File: src/hdl/mds_pkg.sv
package mds_pkg;
	// =======================================
	// widths
	localparam int WORD_W      = 16;
	localparam int MUL_OP_W    = 17;
	localparam int MUL_PROD_W  = 34;
	localparam int ACC_W       = 40;
	localparam int SHIFT_MAX   = 16;
	localparam int SHAMT_W     = 5;
	// =======================================
	// divide timing: total instruction cycles of a divide
	localparam int DIV_TOTAL_CYC = 19;
	localparam int DIV_STEPS     = 18;
	localparam logic [4:0] DIV_STEPS_C = 5'h12;
	// =======================================
	// accumulator saturation limits
	localparam logic [39:0] ACC_MAX = 40'h7F_FFFF_FFFF;
	localparam logic [39:0] ACC_MIN = 40'h80_0000_0000;
	// =======================================
	// multiplier sign modes
	typedef enum logic [1:0] {
		MDS_MUL_SS,
		MDS_MUL_UU,
		MDS_MUL_SU,
		MDS_MUL_US
	} mds_mul_mode_t;
	// shift source classes
	typedef enum logic [1:0] {
		MDS_SRC_MCU,
		MDS_SRC_ACCA,
		MDS_SRC_ACCB
	} mds_shift_src_t;
	// accumulator operations
	typedef enum logic [2:0] {
		MDS_ACC_NOP,
		MDS_ACC_MAC,
		MDS_ACC_MSC,
		MDS_ACC_MPY,
		MDS_ACC_SFT,
		MDS_ACC_CLR
	} mds_acc_op_t;
	// =======================================
	// multiply request
	typedef struct packed {
		logic          valid;
		mds_mul_mode_t mode;
		logic          frac;
		logic [15:0]   a;
		logic [15:0]   b;
	} mds_mul_req_t;
	// divide request
	typedef struct packed {
		logic        start;
		logic        step;
		logic        wide;
		logic        sgn;
		logic        frac;
		logic [31:0] dividend;
		logic [15:0] divisor;
	} mds_div_req_t;
	// shift request
	typedef struct packed {
		logic           valid;
		mds_shift_src_t src;
		logic           left;
		logic           arith;
		logic [4:0]     amount;
		logic [39:0]    value;
	} mds_shift_req_t;
endpackage

File: src/hdl/mds_divider.sv
`timescale 1ns/1ps
module mds_divider (
	// clock and reset
	input  wire logic                 i_clock,
	input  wire logic                 i_arst_n,
	// request
	input  wire mds_pkg::mds_div_req_t i_req,
	// result
	output logic [15:0]               o_quot,
	output logic [15:0]               o_rem,
	output logic                      o_done,
	output logic                      o_busy
);
	// =======================================
	// state: held between steps, so interrupts lose nothing
	logic [31:0] rem_reg;
	logic [31:0] quo_reg;
	logic [15:0] dvs_reg;
	logic [4:0]  cnt_reg;
	logic        neg_q_reg;
	logic        neg_r_reg;
	logic [31:0] a_abs;
	logic [15:0] b_abs;
	logic [32:0] trial;
	logic [31:0] shifted;
	logic [31:0] rem_shift;
	logic [31:0] lead;
	always_comb begin
		lead = i_req.wide ? i_req.dividend : {{16{i_req.sgn & i_req.dividend[15]}},
			i_req.dividend[15:0]};
		// fractional form: dividend treated as left aligned
		if (i_req.frac && !i_req.wide)
			lead = {lead[15:0], 16'h0000};
		a_abs = (i_req.sgn && lead[31]) ? 32'(-lead) : lead;
		b_abs = (i_req.sgn && i_req.divisor[15]) ? 16'(-i_req.divisor) : i_req.divisor;
		rem_shift = {rem_reg[30:0], quo_reg[31]};
		trial     = {1'b0, rem_shift} - {17'h0_0000, dvs_reg};
		shifted   = {quo_reg[30:0], ~trial[32]};
	end
	// =======================================
	// one restoring step per repeated instruction until cnt_reg reaches 2; the last two steps only count down
	always_ff @(posedge i_clock or negedge i_arst_n) begin
		if (!i_arst_n) begin
			rem_reg   <= 32'h0000_0000;
			quo_reg   <= 32'h0000_0000;
			dvs_reg   <= 16'h0000;
			cnt_reg   <= 5'h00;
			neg_q_reg <= 1'b0;
			neg_r_reg <= 1'b0;
		end else if (i_req.start) begin
			// high half seeds the remainder, low half shifts in one bit per step
			rem_reg   <= {16'h0000, a_abs[31:16]};
			quo_reg   <= {a_abs[15:0], 16'h0000};
			dvs_reg   <= b_abs;
			cnt_reg   <= mds_pkg::DIV_STEPS_C;
			neg_q_reg <= i_req.sgn & (lead[31] ^ i_req.divisor[15]);
			neg_r_reg <= i_req.sgn & lead[31];
		end else if (i_req.step && cnt_reg != 5'h00) begin
			if (cnt_reg > 5'h02) begin
				rem_reg <= trial[32] ? rem_shift : trial[31:0];
				quo_reg <= shifted;
			end
			cnt_reg <= cnt_reg - 5'h01;
		end
	end
	// =======================================
	// results valid the cycle after the final step
	always_ff @(posedge i_clock or negedge i_arst_n) begin
		if (!i_arst_n) begin
			o_quot <= 16'h0000;
			o_rem  <= 16'h0000;
			o_done <= 1'b0;
		end else begin
			o_done <= i_req.step && !i_req.start && cnt_reg == 5'h01;
			if (i_req.step && !i_req.start && cnt_reg == 5'h01) begin
				o_quot <= neg_q_reg ? 16'(-quo_reg[15:0]) : quo_reg[15:0];
				o_rem  <= neg_r_reg ? 16'(-rem_reg[15:0]) : rem_reg[15:0];
			end
		end
	end
	assign o_busy = (cnt_reg != 5'h00);
endmodule

File: src/hdl/mds_datapath.sv
`timescale 1ns/1ps
// What this block does
// - one single-cycle 17x17 multiplier shared by general ALU and DSP paths
// - multiplier supports signed, unsigned and mixed-sign operands per operation
// - 16-bit operands extended to 17 bits so -1.0 times -1.0 is exact on the 40-bit DSP path; the 32-bit general result wraps to 8000_0000
// - divider takes 16/16 and 32/16 operands, fractional and integer forms
// - divide iterates one step per repeated instruction, 19 cycles in total
// - divide state held across interrupts so the divide resumes correctly
// - 40-bit barrel shifter shifts left or right up to 16 in one cycle
// - one shifter serves both general and DSP instruction classes
// - 40-bit ALU and two 40-bit accumulators with optional saturation
module mds_datapath (
	// clock and reset
	input  wire logic                    i_clock,
	input  wire logic                    i_arst_n,
	// multiply requests
	input  wire mds_pkg::mds_mul_req_t   i_mul_mcu,
	input  wire mds_pkg::mds_mul_req_t   i_mul_dsp,
	// dsp accumulator control
	input  wire mds_pkg::mds_acc_op_t    i_acc_op,
	input  wire logic                    i_acc_sel,
	input  wire logic                    i_sat_en,
	// divide request
	input  wire mds_pkg::mds_div_req_t   i_div,
	// shift requests
	input  wire mds_pkg::mds_shift_req_t i_shift,
	// results
	output logic [31:0]                  o_mul_result,
	output logic                         o_mul_valid,
	output logic [39:0]                  o_acca,
	output logic [39:0]                  o_accb,
	output logic                         o_sat_flag,
	output logic [39:0]                  o_shift_result,
	output logic                         o_shift_valid,
	output logic [15:0]                  o_div_quot,
	output logic [15:0]                  o_div_rem,
	output logic                         o_div_valid,
	output logic                         o_div_busy
);
	// =======================================
	// functions
	function automatic logic [16:0] ext17(input logic [15:0] v, input logic sgn);
		ext17 = {sgn & v[15], v};
	endfunction
	function automatic logic [39:0] sat40(input logic [40:0] v, input logic en);
		if (en && v[40] != v[39])
			sat40 = v[40] ? mds_pkg::ACC_MIN : mds_pkg::ACC_MAX;
		else
			sat40 = v[39:0];
	endfunction
	// =======================================
	// shared multiplier, dsp request has priority
	mds_pkg::mds_mul_req_t mreq;
	logic                  a_sgn;
	logic                  b_sgn;
	logic signed [16:0]    op_a;
	logic signed [16:0]    op_b;
	logic signed [33:0]    prod;
	logic [39:0]           prod40;
	always_comb begin
		mreq  = i_mul_dsp.valid ? i_mul_dsp : i_mul_mcu;
		a_sgn = (mreq.mode == mds_pkg::MDS_MUL_SS) || (mreq.mode == mds_pkg::MDS_MUL_SU);
		b_sgn = (mreq.mode == mds_pkg::MDS_MUL_SS) || (mreq.mode == mds_pkg::MDS_MUL_US);
		op_a  = ext17(mreq.a, a_sgn);
		op_b  = ext17(mreq.b, b_sgn);
		prod  = op_a * op_b;
		if (mreq.frac)
			prod = prod <<< 1;
		prod40 = {{6{prod[33]}}, prod};
	end
	always_ff @(posedge i_clock or negedge i_arst_n) begin
		if (!i_arst_n) begin
			o_mul_result <= 32'h0000_0000;
			o_mul_valid  <= 1'b0;
		end else begin
			o_mul_valid <= i_mul_mcu.valid && !i_mul_dsp.valid;
			if (i_mul_mcu.valid && !i_mul_dsp.valid)
				o_mul_result <= prod[31:0];
		end
	end
	// =======================================
	// barrel shifter
	logic [39:0] sh_in;
	logic [39:0] sh_out;
	logic [4:0]  sh_amt;
	always_comb begin
		case (i_shift.src)
			mds_pkg::MDS_SRC_ACCA: sh_in = o_acca;
			mds_pkg::MDS_SRC_ACCB: sh_in = o_accb;
			default:               sh_in = i_shift.value;
		endcase
		sh_amt = (i_shift.amount > 5'h10) ? 5'h10 : i_shift.amount;
		if (i_shift.left)
			sh_out = sh_in << sh_amt;
		else if (i_shift.arith)
			sh_out = 40'($signed(sh_in) >>> sh_amt);
		else
			sh_out = sh_in >> sh_amt;
	end
	always_ff @(posedge i_clock or negedge i_arst_n) begin
		if (!i_arst_n) begin
			o_shift_result <= 40'h00_0000_0000;
			o_shift_valid  <= 1'b0;
		end else begin
			o_shift_valid <= i_shift.valid;
			if (i_shift.valid)
				o_shift_result <= sh_out;
		end
	end
	// =======================================
	// dsp 40-bit alu and accumulators
	logic [39:0] acc_cur;
	logic [40:0] alu_sum;
	logic [39:0] acc_next;
	logic        acc_wr;
	always_comb begin
		acc_cur = i_acc_sel ? o_accb : o_acca;
		acc_wr  = 1'b1;
		case (i_acc_op)
			mds_pkg::MDS_ACC_MAC: alu_sum = {acc_cur[39], acc_cur} + {prod40[39], prod40};
			mds_pkg::MDS_ACC_MSC: alu_sum = {acc_cur[39], acc_cur} - {prod40[39], prod40};
			mds_pkg::MDS_ACC_MPY: alu_sum = {prod40[39], prod40};
			mds_pkg::MDS_ACC_SFT: alu_sum = {sh_out[39], sh_out};
			mds_pkg::MDS_ACC_CLR: alu_sum = 41'h000_0000_0000;
			default: begin
				alu_sum = {acc_cur[39], acc_cur};
				acc_wr  = 1'b0;
			end
		endcase
		acc_next = sat40(alu_sum, i_sat_en);
	end
	always_ff @(posedge i_clock or negedge i_arst_n) begin
		if (!i_arst_n) begin
			o_acca     <= 40'h00_0000_0000;
			o_accb     <= 40'h00_0000_0000;
			o_sat_flag <= 1'b0;
		end else if (acc_wr) begin
			if (i_acc_sel)
				o_accb <= acc_next;
			else
				o_acca <= acc_next;
			o_sat_flag <= i_sat_en && (alu_sum[40] != alu_sum[39]);
		end
	end
	// =======================================
	// iterative divider
	logic div_busy;
	mds_divider u_div (
		.i_clock  (i_clock),
		.i_arst_n (i_arst_n),
		.i_req    (i_div),
		.o_quot   (o_div_quot),
		.o_rem    (o_div_rem),
		.o_done   (o_div_valid),
		.o_busy   (div_busy)
	);
	always_ff @(posedge i_clock or negedge i_arst_n) begin
		if (!i_arst_n)
			o_div_busy <= 1'b0;
		else
			o_div_busy <= div_busy;
	end
endmodule

File: config.mk
export PLATFORM = sky130hd
export DESIGN_NAME = mds_datapath
export DESIGN_NICKNAME = d
export VERILOG_FILES = /design/src/hdl/mds_pkg.sv /design/src/hdl/mds_divider.sv /design/src/hdl/mds_datapath.sv
export SDC_FILE = /design/constraint.sdc
export NUM_CORES = 2
export LEC_CHECK = 0
export BUFFER_PORTS_ARGS = -buffer_cell sky130_fd_sc_hd__buf_2
export CAP_MARGIN = 20
export CELL_PAD_IN_SITES_DETAIL_PLACEMENT = 1
export CELL_PAD_IN_SITES_GLOBAL_PLACEMENT = 1
export CORE_MARGIN = 4
export CORE_UTILIZATION = 47
export DETAILED_ROUTE_END_ITERATION = 10
export PLACE_DENSITY_LB_ADDON = 0.2
export RECOVER_POWER = 100
export SKIP_CTS_REPAIR_TIMING = 1
export SLEW_MARGIN = 20
export SYNTH_ARGS = -nofsm -noshare
export SYNTH_HDL_FRONTEND = slang
export SYNTH_SLANG_ARGS = --single-unit
File: constraint.sdc
create_clock -name i_clock -period 4.4 [get_ports i_clock]
set_input_delay 0.66 -clock i_clock [delete_from_list [all_inputs] [get_ports i_clock]]
set_output_delay 0.66 -clock i_clock [all_outputs]
set_load 0.005 [all_outputs]
==> metrics.yaml <==
postLayoutSetupSlackWorst_ns: -6.85
ys_ff_latch: 275
die_h_um: 287
hp-start: "i_div[0]"
grt_pass1_wl_um: 252000
critPathBufInv: 10
max_cap_violations: 6
worst_clock_skew_ns: 0.0218
synth_area_per_cell_um2: 8.42
rsz0062_at_grt: "yes"
clkSinkCount: 275
antenna_found_initial: 9
synth-edff-count: 0
max_freq_mhz: 88.9
grt_max_degree: 97
critPathCaptureType: "flop"
synth_common_cells: "nand2_1, nor2_1, inv_1"
layout_min_cycle_time_ns: 11.25
clkLatencyLatePin_ns: 0.58
slew_headroom: -0.975
setup_viol: 115
failed_checks: "max-capacitance violations, max-slew violations, negative setup slack"
finalNetCount: 6081
drc: 0
drt-initial-drc-count: 4649
top_regs: "o_acca x40, o_accb x40, o_shift_result x40"
wl_um: 200000
cts_tree: "done"
min_to: "u_div.dvs_reg[0]"
numPortBuffers: 370
initial_core_util: 0.474
grt_pass1_vias: 42000
ant_nets: 0
yosysMostFrequentCell: "nand2_1"
min_path_cells: 2
ys.flop_type: "dfrtp_1"
yosysWarningCount: 0
arrival_ns: 11.70
path_common_cell: "fa_1"
tns_ns: -606.99
ys_seq_area_frac: 0.187
row_count: 102
min_period_over_period: 2.56
grt-ovfl-total: 0
die_x_um: 287
outcome: "finished, violations left"
ff2ff_path_depth: 17
drt_pass1_iterations: 8
tightest_slew_ns: 2.96
critPathRequiredTime_ns: 4.85
dr_total_vias: 43200
h-tree-depth: 2
hp-class: "input port to flop"
synth_area_leaders: "dfrtp_1, fa_1, nand2_1, ha_1, mux2i_1"
hold_viol: 0
crit_family: "adder cells"
max_stage_delay_ns: 0.76
gp_congestion: 1.06
cts_made_buffers: 34
hpwl_um: 136000
root_buffer: "clkbuf_16"
viasPerCell: 6.62
clkSlewWorstSetupHoldPaths_ns: 0.06
slew_viol_final: 420
critPathSlowestCell: "fa_1"
core-area_um2: 77500
worstPathMaxFanout: 8
synth_top_cell_by_area: "dfrtp_1"
r2r_start: "o_accb[1]"
cp-start-kind: "input port"
wl_per_cell_um: 30.7
async_flop_share: 1.00
max-clock-path-buffers: 3
die-area_um2: 82700
synth_top_area_share: 0.187
syn_to_final_growth_pct: 33.7
syn_area_um2: 36700
io_pins: 371
grt_use_total: 0.394
path_class: "input port to flop"
ff2ff_setup_slack_ns: -0.50
synth_cell_type_count: 91
synth_cells: 4361
syn_nets: 4993
reg2reg_to: "o_accb[31]"
nFillCells: 9251
drive_gt1_frac: 0.305
==> logic make-up (layout without fill, tap and decap cells) <==
| kind of cell | count (synthesis) | count (layout) | share of synthesized area |
|---|---|---|---|
| adder cells (fa/ha/maj) | 450 | 450 | 0.214 |
| multiplexers | 380 | 380 | 0.135 |
| XOR/XNOR | 178 | 178 | 0.0425 |
| flip-flops | 275 | 275 | 0.187 |
| AND/OR/NAND/NOR | 1325 | 1327 | 0.159 |
| other | 0 | 7 | 0 |
| AO/OA/AOI/OAI | 1071 | 1071 | 0.191 |
| buffers and inverters | 682 | 1789 | 0.0704 |
==> how the worst max path moves through the flow <==
stage                 endpoint  depth (start not counted)          start
CTS                  o_accb[6]                         42  i_mul_dsp[35]
detailed placement   o_accb[8]                         43  i_mul_dsp[35]
floorplan           o_accb[31]                         44  i_mul_dsp[35]
finish               o_accb[9]                         44  i_mul_dsp[35]
global placement     o_acca[4]                         42  i_mul_dsp[35]
global route         o_accb[9]                         44  i_mul_dsp[35]
==> per-stage QoR <==
stage / setup slack, ns / instances / instance area (um^2) / hold slack, ns / utilization
floorplan: -6.02 / 4361 / 37400 / 0.364 / -
global placement: -6.58 / 6373 / 46200 / 0.454 / 0.596
detailed placement: -6.81 / 6373 / 46200 / 0.458 / 0.596
global route: -6.93 / 6513 / 49100 / 0.395 / 0.633
finish: -6.85 / 6517 / 49100 / 0.374 / 0.634
CTS: -6.26 / 6430 / 47300 / 0.171 / 0.610
==> layer usage <==
| metal | GRT usage | part of all wire |
|---|---|---|
| met5 | 0 | 0.000065 |
| met4 | 0.242 | 0.11 |
| met3 | 0.0675 | 0.097 |
| met2 | 0.649 | 0.45 |
| met1 | 0.482 | 0.34 |
==> final cells by class <==
cell class	count	area (um^2)	share of cell area
clock inverters	12	166	0.00339
repair buffers	1311	9130	0.186
diodes	7	17.5	0.000357
flip-flops and latches	275	6880	0.140
clock buffers	45	922	0.0188
multi-input cells	3406	29100	0.593
well taps	1040	1300	0.0265
inverters	421	1580	0.0322
==> cells in the final DEF (no fill, tap or decap), types with 40 or more instances in the layout <==
cell type / count
xnor2_1: 90
mux2_2: 77
fa_1: 284
a22o_1: 52
nand3_1: 52
clkbuf_1: 192
a21oi_1: 202
inv_1: 392
o21ai_0: 289
buf_4: 745
mux2i_1: 157
xor2_1: 78
nor3_1: 50
nand2_1: 499
o211ai_1: 51
mux4_2: 80
ha_1: 131
clkbuf_16: 40
buf_2: 274
nand2b_1: 46
buf_6: 54
a21o_1: 43
nor2_1: 428
dfrtp_1: 275
Power is not shown: default switching activity piles up to over one toggle a cycle in this logic, so the estimate is an artifact.
